[config.mk]
export PLATFORM = sky130hd
export DESIGN_NAME = antenna_driver_signal_select
export DESIGN_NICKNAME = d
export VERILOG_FILES = /design/src/rtl/tx_drive_pkg.sv /design/src/rtl/antenna_driver_signal_select.sv
export SDC_FILE = /design/constraint.sdc
export NUM_CORES = 1
export LEC_CHECK = 0
export ABC_AREA = 1
export BUFFER_PORTS_ARGS = -buffer_cell sky130_fd_sc_hd__buf_4
export CAP_MARGIN = 20
export CORE_AREA = 2 2 79 81
export CTS_CLUSTER_SIZE = 8
export DETAILED_ROUTE_END_ITERATION = 6
export DIE_AREA = 0 0 81 83
export PLACE_DENSITY = 0.77
export REMOVE_ABC_BUFFERS = 1
export SETUP_SLACK_MARGIN = 0.1
export SLEW_MARGIN = 20
export SYNTH_ARGS = -nofsm -noshare
export SYNTH_HDL_FRONTEND = slang
export SYNTH_SLANG_ARGS = --single-unit
[constraint.sdc]
create_clock -name ref_clk -period 2.5 [get_ports ref_clk]
set_input_delay 0.125 -clock ref_clk [delete_from_list [all_inputs] [get_ports ref_clk]]
set_output_delay 0.125 -clock ref_clk [all_outputs]
set_load 0.1 [all_outputs]
[src/rtl/tx_drive_pkg.sv]
// Constants and types shared by the antenna driver selection logic.
package tx_drive_pkg;
  // ---------------------------------------------------------------
  // Conductance code widths and field positions
  // ---------------------------------------------------------------
  localparam int PMOS_W      = 6;
  localparam int NMOS_W      = 4;
  localparam int NMOS_CW_LSB = 4;  // Steady-wave field sits in the upper nibble.
  localparam int NMOS_MD_LSB = 0;  // Modulation field sits in the lower nibble.

  // ---------------------------------------------------------------
  // Route select field positions and codes
  // ---------------------------------------------------------------
  localparam int AUX_ROUTE_LSB = 0;
  localparam int DRV_SEL_LSB   = 4;
  localparam int RX_SRC_LSB    = 6;
  localparam int INV_MOD_BIT   = 3;
  localparam logic [3:0] AUX_LOW      = 4'h0;
  localparam logic [3:0] AUX_HIGH     = 4'h1;
  localparam logic [3:0] AUX_ENVELOPE = 4'h2;
  localparam logic [3:0] AUX_TX_NRZ   = 4'h3;
  localparam logic [3:0] AUX_MILLER   = 4'h4;
  localparam logic [3:0] AUX_RX_CODED = 4'h5;
  localparam logic [1:0] DRV_OFF      = 2'h0;
  localparam logic [1:0] DRV_INTERNAL = 2'h1;
  localparam logic [1:0] DRV_AUX_IN   = 2'h2;
  localparam logic [1:0] DRV_HIGH     = 2'h3;
  localparam logic [1:0] RX_ANALOG    = 2'h0;
  localparam logic [1:0] RX_AUX_IN    = 2'h1;
  localparam logic [1:0] RX_LOOPBACK  = 2'h2;

  // ---------------------------------------------------------------
  // Receive framing and reset values
  // ---------------------------------------------------------------
  localparam logic [3:0]  BIT_PARITY   = 4'h8;   // Ninth bit of a byte is parity.
  localparam logic [15:0] CRC_PRESET   = 16'h6363;
  localparam logic [15:0] CRC_POLY_REF = 16'h8408;
  localparam logic [15:0] CRC_RESIDUE  = 16'h0000;

  // One driver's output: pin level and both conductance codes.
  typedef struct packed {
    logic              level;
    logic [PMOS_W-1:0] pmos_conductance_sel;
    logic [NMOS_W-1:0] nmos_conductance_sel;
  } drive_s;

  localparam drive_s DRIVE_RST = '0;
endpackage

[src/rtl/antenna_driver_signal_select.sv]
// Antenna driver level and conductance selection with serial data switch.
// Function
// - Carrier is the oscillator clock divided by two.
// - Each pin carries the carrier modulated by the envelope.
// - With carrier disabled the pin is held low on the steady codes.
// - Plain mode: carrier out; envelope 0 modulation codes, 1 steady codes.
// - PMOS steady code comes from the PMOS steady register.
// - NMOS steady code comes from the steady nibble of NMOS register.
// - Modulation codes come from the PMOS register and NMOS modulation nibble.
// - Invert-while-on bit inverts the carrier outside full-depth ASK; code choice unchanged.
// - Full-depth ASK: envelope 0 forces low, 1 carrier or inverted; the second driver steady-wave bit overrides it.
// - Second driver steady-wave bit forces steady codes always.
// - Both drivers use the same conductance registers.
// - Framing and route registers set the driver envelope source and polarity.
// - Serial switch routes internal coded signals to auxiliary pins.
// - Receive engine frames bytes, checks odd parity and CRC.
// - Aux route code 100b sends the Miller signal out.
// - Receive source 01 takes the auxiliary input pin.
module antenna_driver_signal_select
  import tx_drive_pkg::*;
(
  // Clock and reset
  input  wire logic                 ref_clk,
  input  wire logic                 rst,
  // Driver pin control bits
  input  wire logic                 carrier_enable_first,
  input  wire logic                 carrier_enable_second,
  input  wire logic                 full_depth_ask_force,
  input  wire logic                 invert_on_first,
  input  wire logic                 invert_off_first,
  input  wire logic                 second_driver_steady_wave,
  input  wire logic                 invert_on_second,
  input  wire logic                 invert_off_second,
  // Conductance and route registers
  input  wire logic [PMOS_W-1:0]    pmos_steady_conductance_reg,
  input  wire logic [PMOS_W-1:0]    pmos_modulation_conductance_reg,
  input  wire logic [7:0]           nmos_conductance_reg,
  input  wire logic [7:0]           transmit_framing_reg,
  input  wire logic [7:0]           transmit_route_select_reg,
  input  wire logic [7:0]           receive_route_select_reg,
  // Internal coder signals
  input  wire logic                 envelope,
  input  wire logic                 tx_nrz,
  input  wire logic                 miller_tx,
  input  wire logic                 rx_analog,
  // Receive bit stream
  input  wire logic                 rx_frame_start,
  input  wire logic                 rx_frame_end,
  input  wire logic                 rx_bit_valid,
  input  wire logic                 rx_bit,
  // Auxiliary pins, antenna drive words and receiver input
  input  wire logic                 aux_serial_in,
  output tx_drive_pkg::drive_s      antenna_drive_first,
  output tx_drive_pkg::drive_s      antenna_drive_second,
  output logic                      aux_serial_out,
  output logic                      rx_signal,
  // Receive results
  output logic [7:0]                rx_byte,
  output logic                      rx_byte_valid,
  output logic                      parity_error,
  output logic                      crc_error
);
  import tx_drive_pkg::*;

  // ---------------------------------------------------------------
  // Carrier and synchroniser
  // ---------------------------------------------------------------
  logic        carrier_ff;
  logic        aux_in_meta_ff;
  logic        aux_in_ff;
  logic        env_eff;
  logic [3:0]  aux_route;
  logic [1:0]  drv_sel;
  logic [1:0]  rx_src;
  drive_s      nxt_first;
  drive_s      nxt_second;

  // The carrier toggles every oscillator edge, so it runs at half rate.
  always_ff @(posedge ref_clk) begin
    if (rst) begin
      carrier_ff <= 1'b0;
    end else begin
      carrier_ff <= ~carrier_ff;
    end
  end

  // The auxiliary input comes from a pin, so it passes two flops first.
  always_ff @(posedge ref_clk) begin
    if (rst) begin
      aux_in_meta_ff <= 1'b0;
      aux_in_ff      <= 1'b0;
    end else begin
      aux_in_meta_ff <= aux_serial_in;
      aux_in_ff      <= aux_in_meta_ff;
    end
  end

  // ---------------------------------------------------------------
  // Envelope source and polarity
  // ---------------------------------------------------------------
  assign aux_route = transmit_route_select_reg[AUX_ROUTE_LSB +: 4];
  assign drv_sel   = transmit_route_select_reg[DRV_SEL_LSB +: 2];
  assign rx_src    = receive_route_select_reg[RX_SRC_LSB +: 2];

  // The driver select picks who modulates the carrier; off means steady carrier.
  always_comb begin
    case (drv_sel)
      DRV_INTERNAL: env_eff = envelope ^ transmit_framing_reg[INV_MOD_BIT];
      DRV_AUX_IN:   env_eff = aux_in_ff ^ transmit_framing_reg[INV_MOD_BIT];
      default:      env_eff = 1'b1;
    endcase
  end

  // ---------------------------------------------------------------
  // Driver selection
  // ---------------------------------------------------------------
  // One function serves both pins, so both draw the same registers.
  // The carrier argument is the value the carrier takes on this edge,
  // which keeps the registered pin in phase with carrier_ff.
  function automatic drive_s drive_calc(input logic en, input logic ask,
                                        input logic inv_on, input logic inv_off,
                                        input logic cw, input logic env,
                                        input logic car);
    drive_s d;
    logic   steady;
    d      = DRIVE_RST;
    steady = 1'b1;
    if (!en) begin
      d.level = 1'b0;
    end else if (cw) begin
      d.level = car ^ inv_on;
    end else if (ask) begin
      d.level = env & (car ^ inv_off);
      steady  = env;
    end else begin
      d.level = car ^ inv_on;
      steady  = env;
    end
    d.pmos_conductance_sel = steady ? pmos_steady_conductance_reg
                                    : pmos_modulation_conductance_reg;
    d.nmos_conductance_sel = steady ? nmos_conductance_reg[NMOS_CW_LSB +: NMOS_W]
                                    : nmos_conductance_reg[NMOS_MD_LSB +: NMOS_W];
    return d;
  endfunction

  assign nxt_first  = drive_calc(carrier_enable_first, full_depth_ask_force,
                                 invert_on_first, invert_off_first, 1'b0,
                                 env_eff, ~carrier_ff);
  assign nxt_second = drive_calc(carrier_enable_second, full_depth_ask_force,
                                 invert_on_second, invert_off_second,
                                 second_driver_steady_wave, env_eff, ~carrier_ff);

  // Registering the selection hides decode glitches from the analog drivers.
  always_ff @(posedge ref_clk) begin
    if (rst) begin
      antenna_drive_first  <= DRIVE_RST;
      antenna_drive_second <= DRIVE_RST;
    end else begin
      antenna_drive_first  <= nxt_first;
      antenna_drive_second <= nxt_second;
    end
  end

  // ---------------------------------------------------------------
  // Serial data switch
  // ---------------------------------------------------------------
  // Unused route codes drive low so an unconfigured pin stays quiet.
  always_ff @(posedge ref_clk) begin
    if (rst) begin
      aux_serial_out <= 1'b0;
    end else begin
      case (aux_route)
        AUX_HIGH:     aux_serial_out <= 1'b1;
        AUX_ENVELOPE: aux_serial_out <= env_eff;
        AUX_TX_NRZ:   aux_serial_out <= tx_nrz;
        AUX_MILLER:   aux_serial_out <= miller_tx;
        AUX_RX_CODED: aux_serial_out <= rx_analog;
        default:      aux_serial_out <= 1'b0;
      endcase
    end
  end

  // Receiver input source select.
  always_ff @(posedge ref_clk) begin
    if (rst) begin
      rx_signal <= 1'b0;
    end else begin
      case (rx_src)
        RX_ANALOG:   rx_signal <= rx_analog;
        RX_AUX_IN:   rx_signal <= aux_in_ff;
        RX_LOOPBACK: rx_signal <= miller_tx;
        default:     rx_signal <= 1'b0;
      endcase
    end
  end

  // ---------------------------------------------------------------
  // Receive framing, parity and CRC
  // ---------------------------------------------------------------
  logic [3:0]  bit_cnt_ff;
  logic [7:0]  shift_ff;
  logic [15:0] crc_ff;
  logic        parity_bad;

  assign parity_bad = rx_bit_valid && (bit_cnt_ff == BIT_PARITY)
                      && !(^{shift_ff, rx_bit});

  // Data bits arrive LSB first; the ninth bit closes the byte.
  always_ff @(posedge ref_clk) begin
    if (rst || rx_frame_start) begin
      bit_cnt_ff <= 4'h0;
      shift_ff   <= 8'h00;
      crc_ff     <= CRC_PRESET;
    end else if (rx_bit_valid) begin
      if (bit_cnt_ff == BIT_PARITY) begin
        bit_cnt_ff <= 4'h0;
      end else begin
        bit_cnt_ff <= bit_cnt_ff + 4'h1;
        shift_ff   <= {rx_bit, shift_ff[7:1]};
        crc_ff     <= {1'b0, crc_ff[15:1]}
                      ^ ((crc_ff[0] ^ rx_bit) ? CRC_POLY_REF : 16'h0000);
      end
    end
  end

  // Completed byte strobe.
  always_ff @(posedge ref_clk) begin
    if (rst) begin
      rx_byte       <= 8'h00;
      rx_byte_valid <= 1'b0;
    end else begin
      rx_byte_valid <= rx_bit_valid && (bit_cnt_ff == BIT_PARITY) && !rx_frame_start;
      if (rx_bit_valid && (bit_cnt_ff == BIT_PARITY)) begin
        rx_byte <= shift_ff;
      end
    end
  end

  // Error flags clear at frame start; a parity detection in that cycle wins, a CRC check at frame end does not.
  always_ff @(posedge ref_clk) begin
    if (rst) begin
      parity_error <= 1'b0;
      crc_error    <= 1'b0;
    end else begin
      if (parity_bad) begin
        parity_error <= 1'b1;
      end else if (rx_frame_start) begin
        parity_error <= 1'b0;
      end
      if (rx_frame_end && !rx_frame_start) begin
        crc_error <= (crc_ff != CRC_RESIDUE);
      end else if (rx_frame_start) begin
        crc_error <= 1'b0;
      end
    end
  end
endmodule

==> flow_metrics.py <==
metrics = {
    "synth": {
        "syn_avg_cell_area_um2": 7.521,
        "synth.top_cells.by_count": "nand2_1, dfxtp_1, nor2_1",
        "netlist.area_leader.share_pct": 46.85,
        "ys_ff_latch": 66,
        "yosys_most_used_dff": "dfxtp_1",
        "syn_area_um2": 2820,
        "synthTopCellsByArea": "dfxtp_1, nand2_1, a21oi_1, nor2_1, inv_1",
        "yosys_warnings": 0,
        "synth_edf_count": 0,
        "async_flop_share_pct": 0,
        "ys_types": 33,
        "yosys.area.top_type": "dfxtp_1",
        "ys_seq_area_share_pct": 46.85,
        "syn_inst": 375,
        "yosysMostFrequentCell": "nand2_1",
    },
    "sta": {
        "tightest_slew_ps": 596.7,
        "final.setup_skew_ps": 8.167,
        "timing.final.crit_share_pct": 60.28,
        "rsz0062_at_grt": "no",
        "final-max-slew-violation-count": 0,
        "hold_viol": 0,
        "min_period_ps": 1507,
        "max_freq_mhz": 663.6,
        "worst_slack_ps": 993.0,
        "setup_viol": 0,
        "final.setup.tns_ps": 0,
        "slew_headroom_pct": 60.18,
    },
    "final_layout": {
        "fill_cells": 508,
        "utilization_pct": 63.77,
        "multi_input_area_um2": 1259,
        "drive_above_1_share_pct": 25.27,
        "num-nets-final": 524,
        "register_area_um2": 1321,
        "n_antenna_cell": 0,
        "synthToLayoutAreaGrowth_pct": 31.50,
    },
    "global_routing": {
        "grt_util_all_layers_pct": 20.17,
        "grt_overflow": 0,
        "grt_pass1_vias": 2470,
        "grt_pass1_wl_um": 10720,
        "grt_max_degree": 27,
        "grt_antenna_before_repair": 0,
    },
    "clock_tree": {
        "cts_max_level": 3,
        "clkTransAtPathRegs_ps": 70,
        "clock_sinks": 66,
        "cts-root-buf": "clkbuf_8",
        "cts_tree": "yes",
        "clk_latency_ps": 340,
        "max-clock-path-buffers": 2,
        "numCtsBuffers": 9,
    },
    "floorplan": {
        "initial_core_util_pct": 48.49,
        "die_x_um": 81,
        "core-area_um2": 5816,
        "dieHeight_um": 83,
        "rows": 28,
        "ioPinCount": 98,
        "die-area_um2": 6723,
    },
    "power_and_ir_drop": {
        "power.internal_mw": 1.809,
        "finalPower_mw": 2.604,
        "combPwrFrac_pct": 19.4,
        "switching_share_pct": 30.55,
        "power.leakage_nw": 1.779,
        "power_frac_clock_pct": 37.5,
        "seqPwrFrac_pct": 43.1,
        "p_per_area_nw_per_um2": 702.3,
        "switching_power_mw": 0.7956,
        "peakVddDrop_mv": 0.4091,
    },
    "hold_path": {
        "worst_hold_path_type": "in2reg",
    },
    "run_status": {
        "status": "finished clean",
    },
    "critical_path": {
        "setup.worst_path.class": "reg2reg",
        "cp.arrival_ps": 1780,
        "end_kind": "flop",
        "critPathRequiredTime_ps": 2770,
        "worstSetupStartpointType": "flop",
        "reg2reg_slack_ps": 990,
        "critPathSlowestCell": "dfxtp_1",
        "cp_common_cell": "nand2_1",
        "cp_cell_sequence": "inv_1 -> ha_1 -> nand2_1 -> nor2_2 -> nand2_1 -> inv_2 -> o21ai_0 -> a21oi_1",
        "cp_max_fo": 17,
        "cpPeakStageDelay_ps": 330,
    },
    "detailed_routing": {
        "vias": 2614,
        "dr.pass1.iters": 4,
        "drtIter0Drc": 118,
        "routed_wl_um": 6545,
        "vias_per_cell": 4.859,
        "route.detailed.drc": 0,
        "wl_per_cell_um": 12.17,
        "final_antenna_net_count": 0,
    },
    "placed_design": {
        "gp_congestion": 0.7680,
        "hpwlAfterDp_um": 4711,
        "io_buffers": 82,
        "pre_cts_slack_ps": 887.8,
    },
    "job": {
        "cap_violations": 0,
    },
}
==> power groups by stage <==
| stage | registers [mW] | clock network, mW | logic [mW] |
|---|---|---|---|
| final | 1.12 | 0.976 | 0.505 |
| after global routing | 1.13 | 1.03 | 0.544 |
| after CTS | 1.12 | 0.992 | 0.507 |
| after detailed placement | 1.15 | 0 | 0.501 |
| after global placement | 1.15 | 0 | 0.494 |
| after floorplan | 1.34 | 0 | 0.145 |
==> state kept, by name, summed over array words and instances, names as in the netlist <==
signal,flops
parity_error,1
bit_cnt_ff,4
aux_serial_out,1
antenna_drive_second,11
shift_ff,8
crc_error,1
aux_in_meta_ff,1
carrier_ff,1
rx_byte_valid,1
aux_in_ff,1
rx_signal,1
crc_ff,16
antenna_drive_first,11
rx_byte,8
==> metal layers <==
metal / GRT usage (%) / vias to the layer above / part of all wire [%]
met5: 0 / - / 0
met4: 9.091 / 0 / 1.7
met3: 4.783 / 13 / 7.8
met2: 33.73 / 87 / 46
met1: 24.09 / 1145 / 45
li1: - / 1369 / -
==> placed cells by master (no fill, tap or decap), types with 2 or more instances in the layout <==
cell type	n
o21ai_1	13
nand2_2	2
ha_1	3
nand4_1	2
a211oi_1	2
inv_1	33
a21oi_1	37
o21ai_0	24
o211ai_1	2
nor2_4	4
dfxtp_1	66
clkinv_2	2
xnor2_1	6
nor3_1	4
nand3_1	21
inv_2	6
dlygate4sd3_1	4
xor2_1	4
nand2_1	78
nor2_1	42
clkinvlp_4	2
bufinv_16	2
buf_4	84
clkbuf_8	9
nor3b_1	2
==> final cells by class <==
| type | instances | area share, % |
|---|---|---|
| multi-input cells | 254 | 33.94 |
| inverters | 39 | 3.947 |
| clock buffers | 9 | 3.340 |
| clock inverters | 7 | 2.530 |
| well taps | 75 | 2.530 |
| repair buffers | 88 | 18.08 |
| flip-flops and latches | 66 | 35.63 |
==> critical path, delay by kind of cell (launching register included) <==
family	cells	cell delay, ps
DFF	1	330
and+or+nand+nor	3	360
buffers and inverters	2	320
adders and majority gates	1	150
AOI/OAI and AO/OA	2	270
==> cells by family (layout without fill, tap and decap cells) <==
| kind of cell | Yosys count | in the layout | synth area share (%) |
|---|---|---|---|
| buf+inv | 55 | 143 | 8.518 |
| compound gates | 81 | 81 | 15.00 |
| simple gates | 160 | 160 | 25.20 |
| xor+xnor | 10 | 10 | 3.105 |
| flops | 66 | 66 | 46.85 |
| fa+ha+maj | 3 | 3 | 1.331 |
==> worst paths after layout <==
kind | startpoint | endpoint | depth (start not counted)
hold / removal | nmos_conductance_reg[0] | antenna_drive_first[0] | 3
setup / recovery | bit_cnt_ff[0] | rx_byte[0] | 8
setup reg to reg | bit_cnt_ff[0] | rx_byte[0] | 8
hold reg to reg | aux_in_meta_ff | aux_in_ff | 2
==> through the flow <==
stage | instances | area, µm² | hold WS [ps]
2_1_floorplan | 359 | 2726 | 191.7
3_3_place_gp | 518 | 3451 | 320.1
3_5_place_dp | 518 | 3451 | 326.9
4_1_cts | 538 | 3709 | 1.870
5_1_grt | 538 | 3709 | 9.697
6_report | 538 | 3709 | 18.51
==> timing repair <==
| item | CTS | global route |
|---|---|---|
| setup buffers | 0 | 0 |
| gates resized for setup | 0 | 0 |
| endpoints found under the setup margin | 0 | 0 |
| hold endpoints to repair | 4 | 0 |
| hold buffers | 4 | 0 |
(Power assumes the default switching activity.)
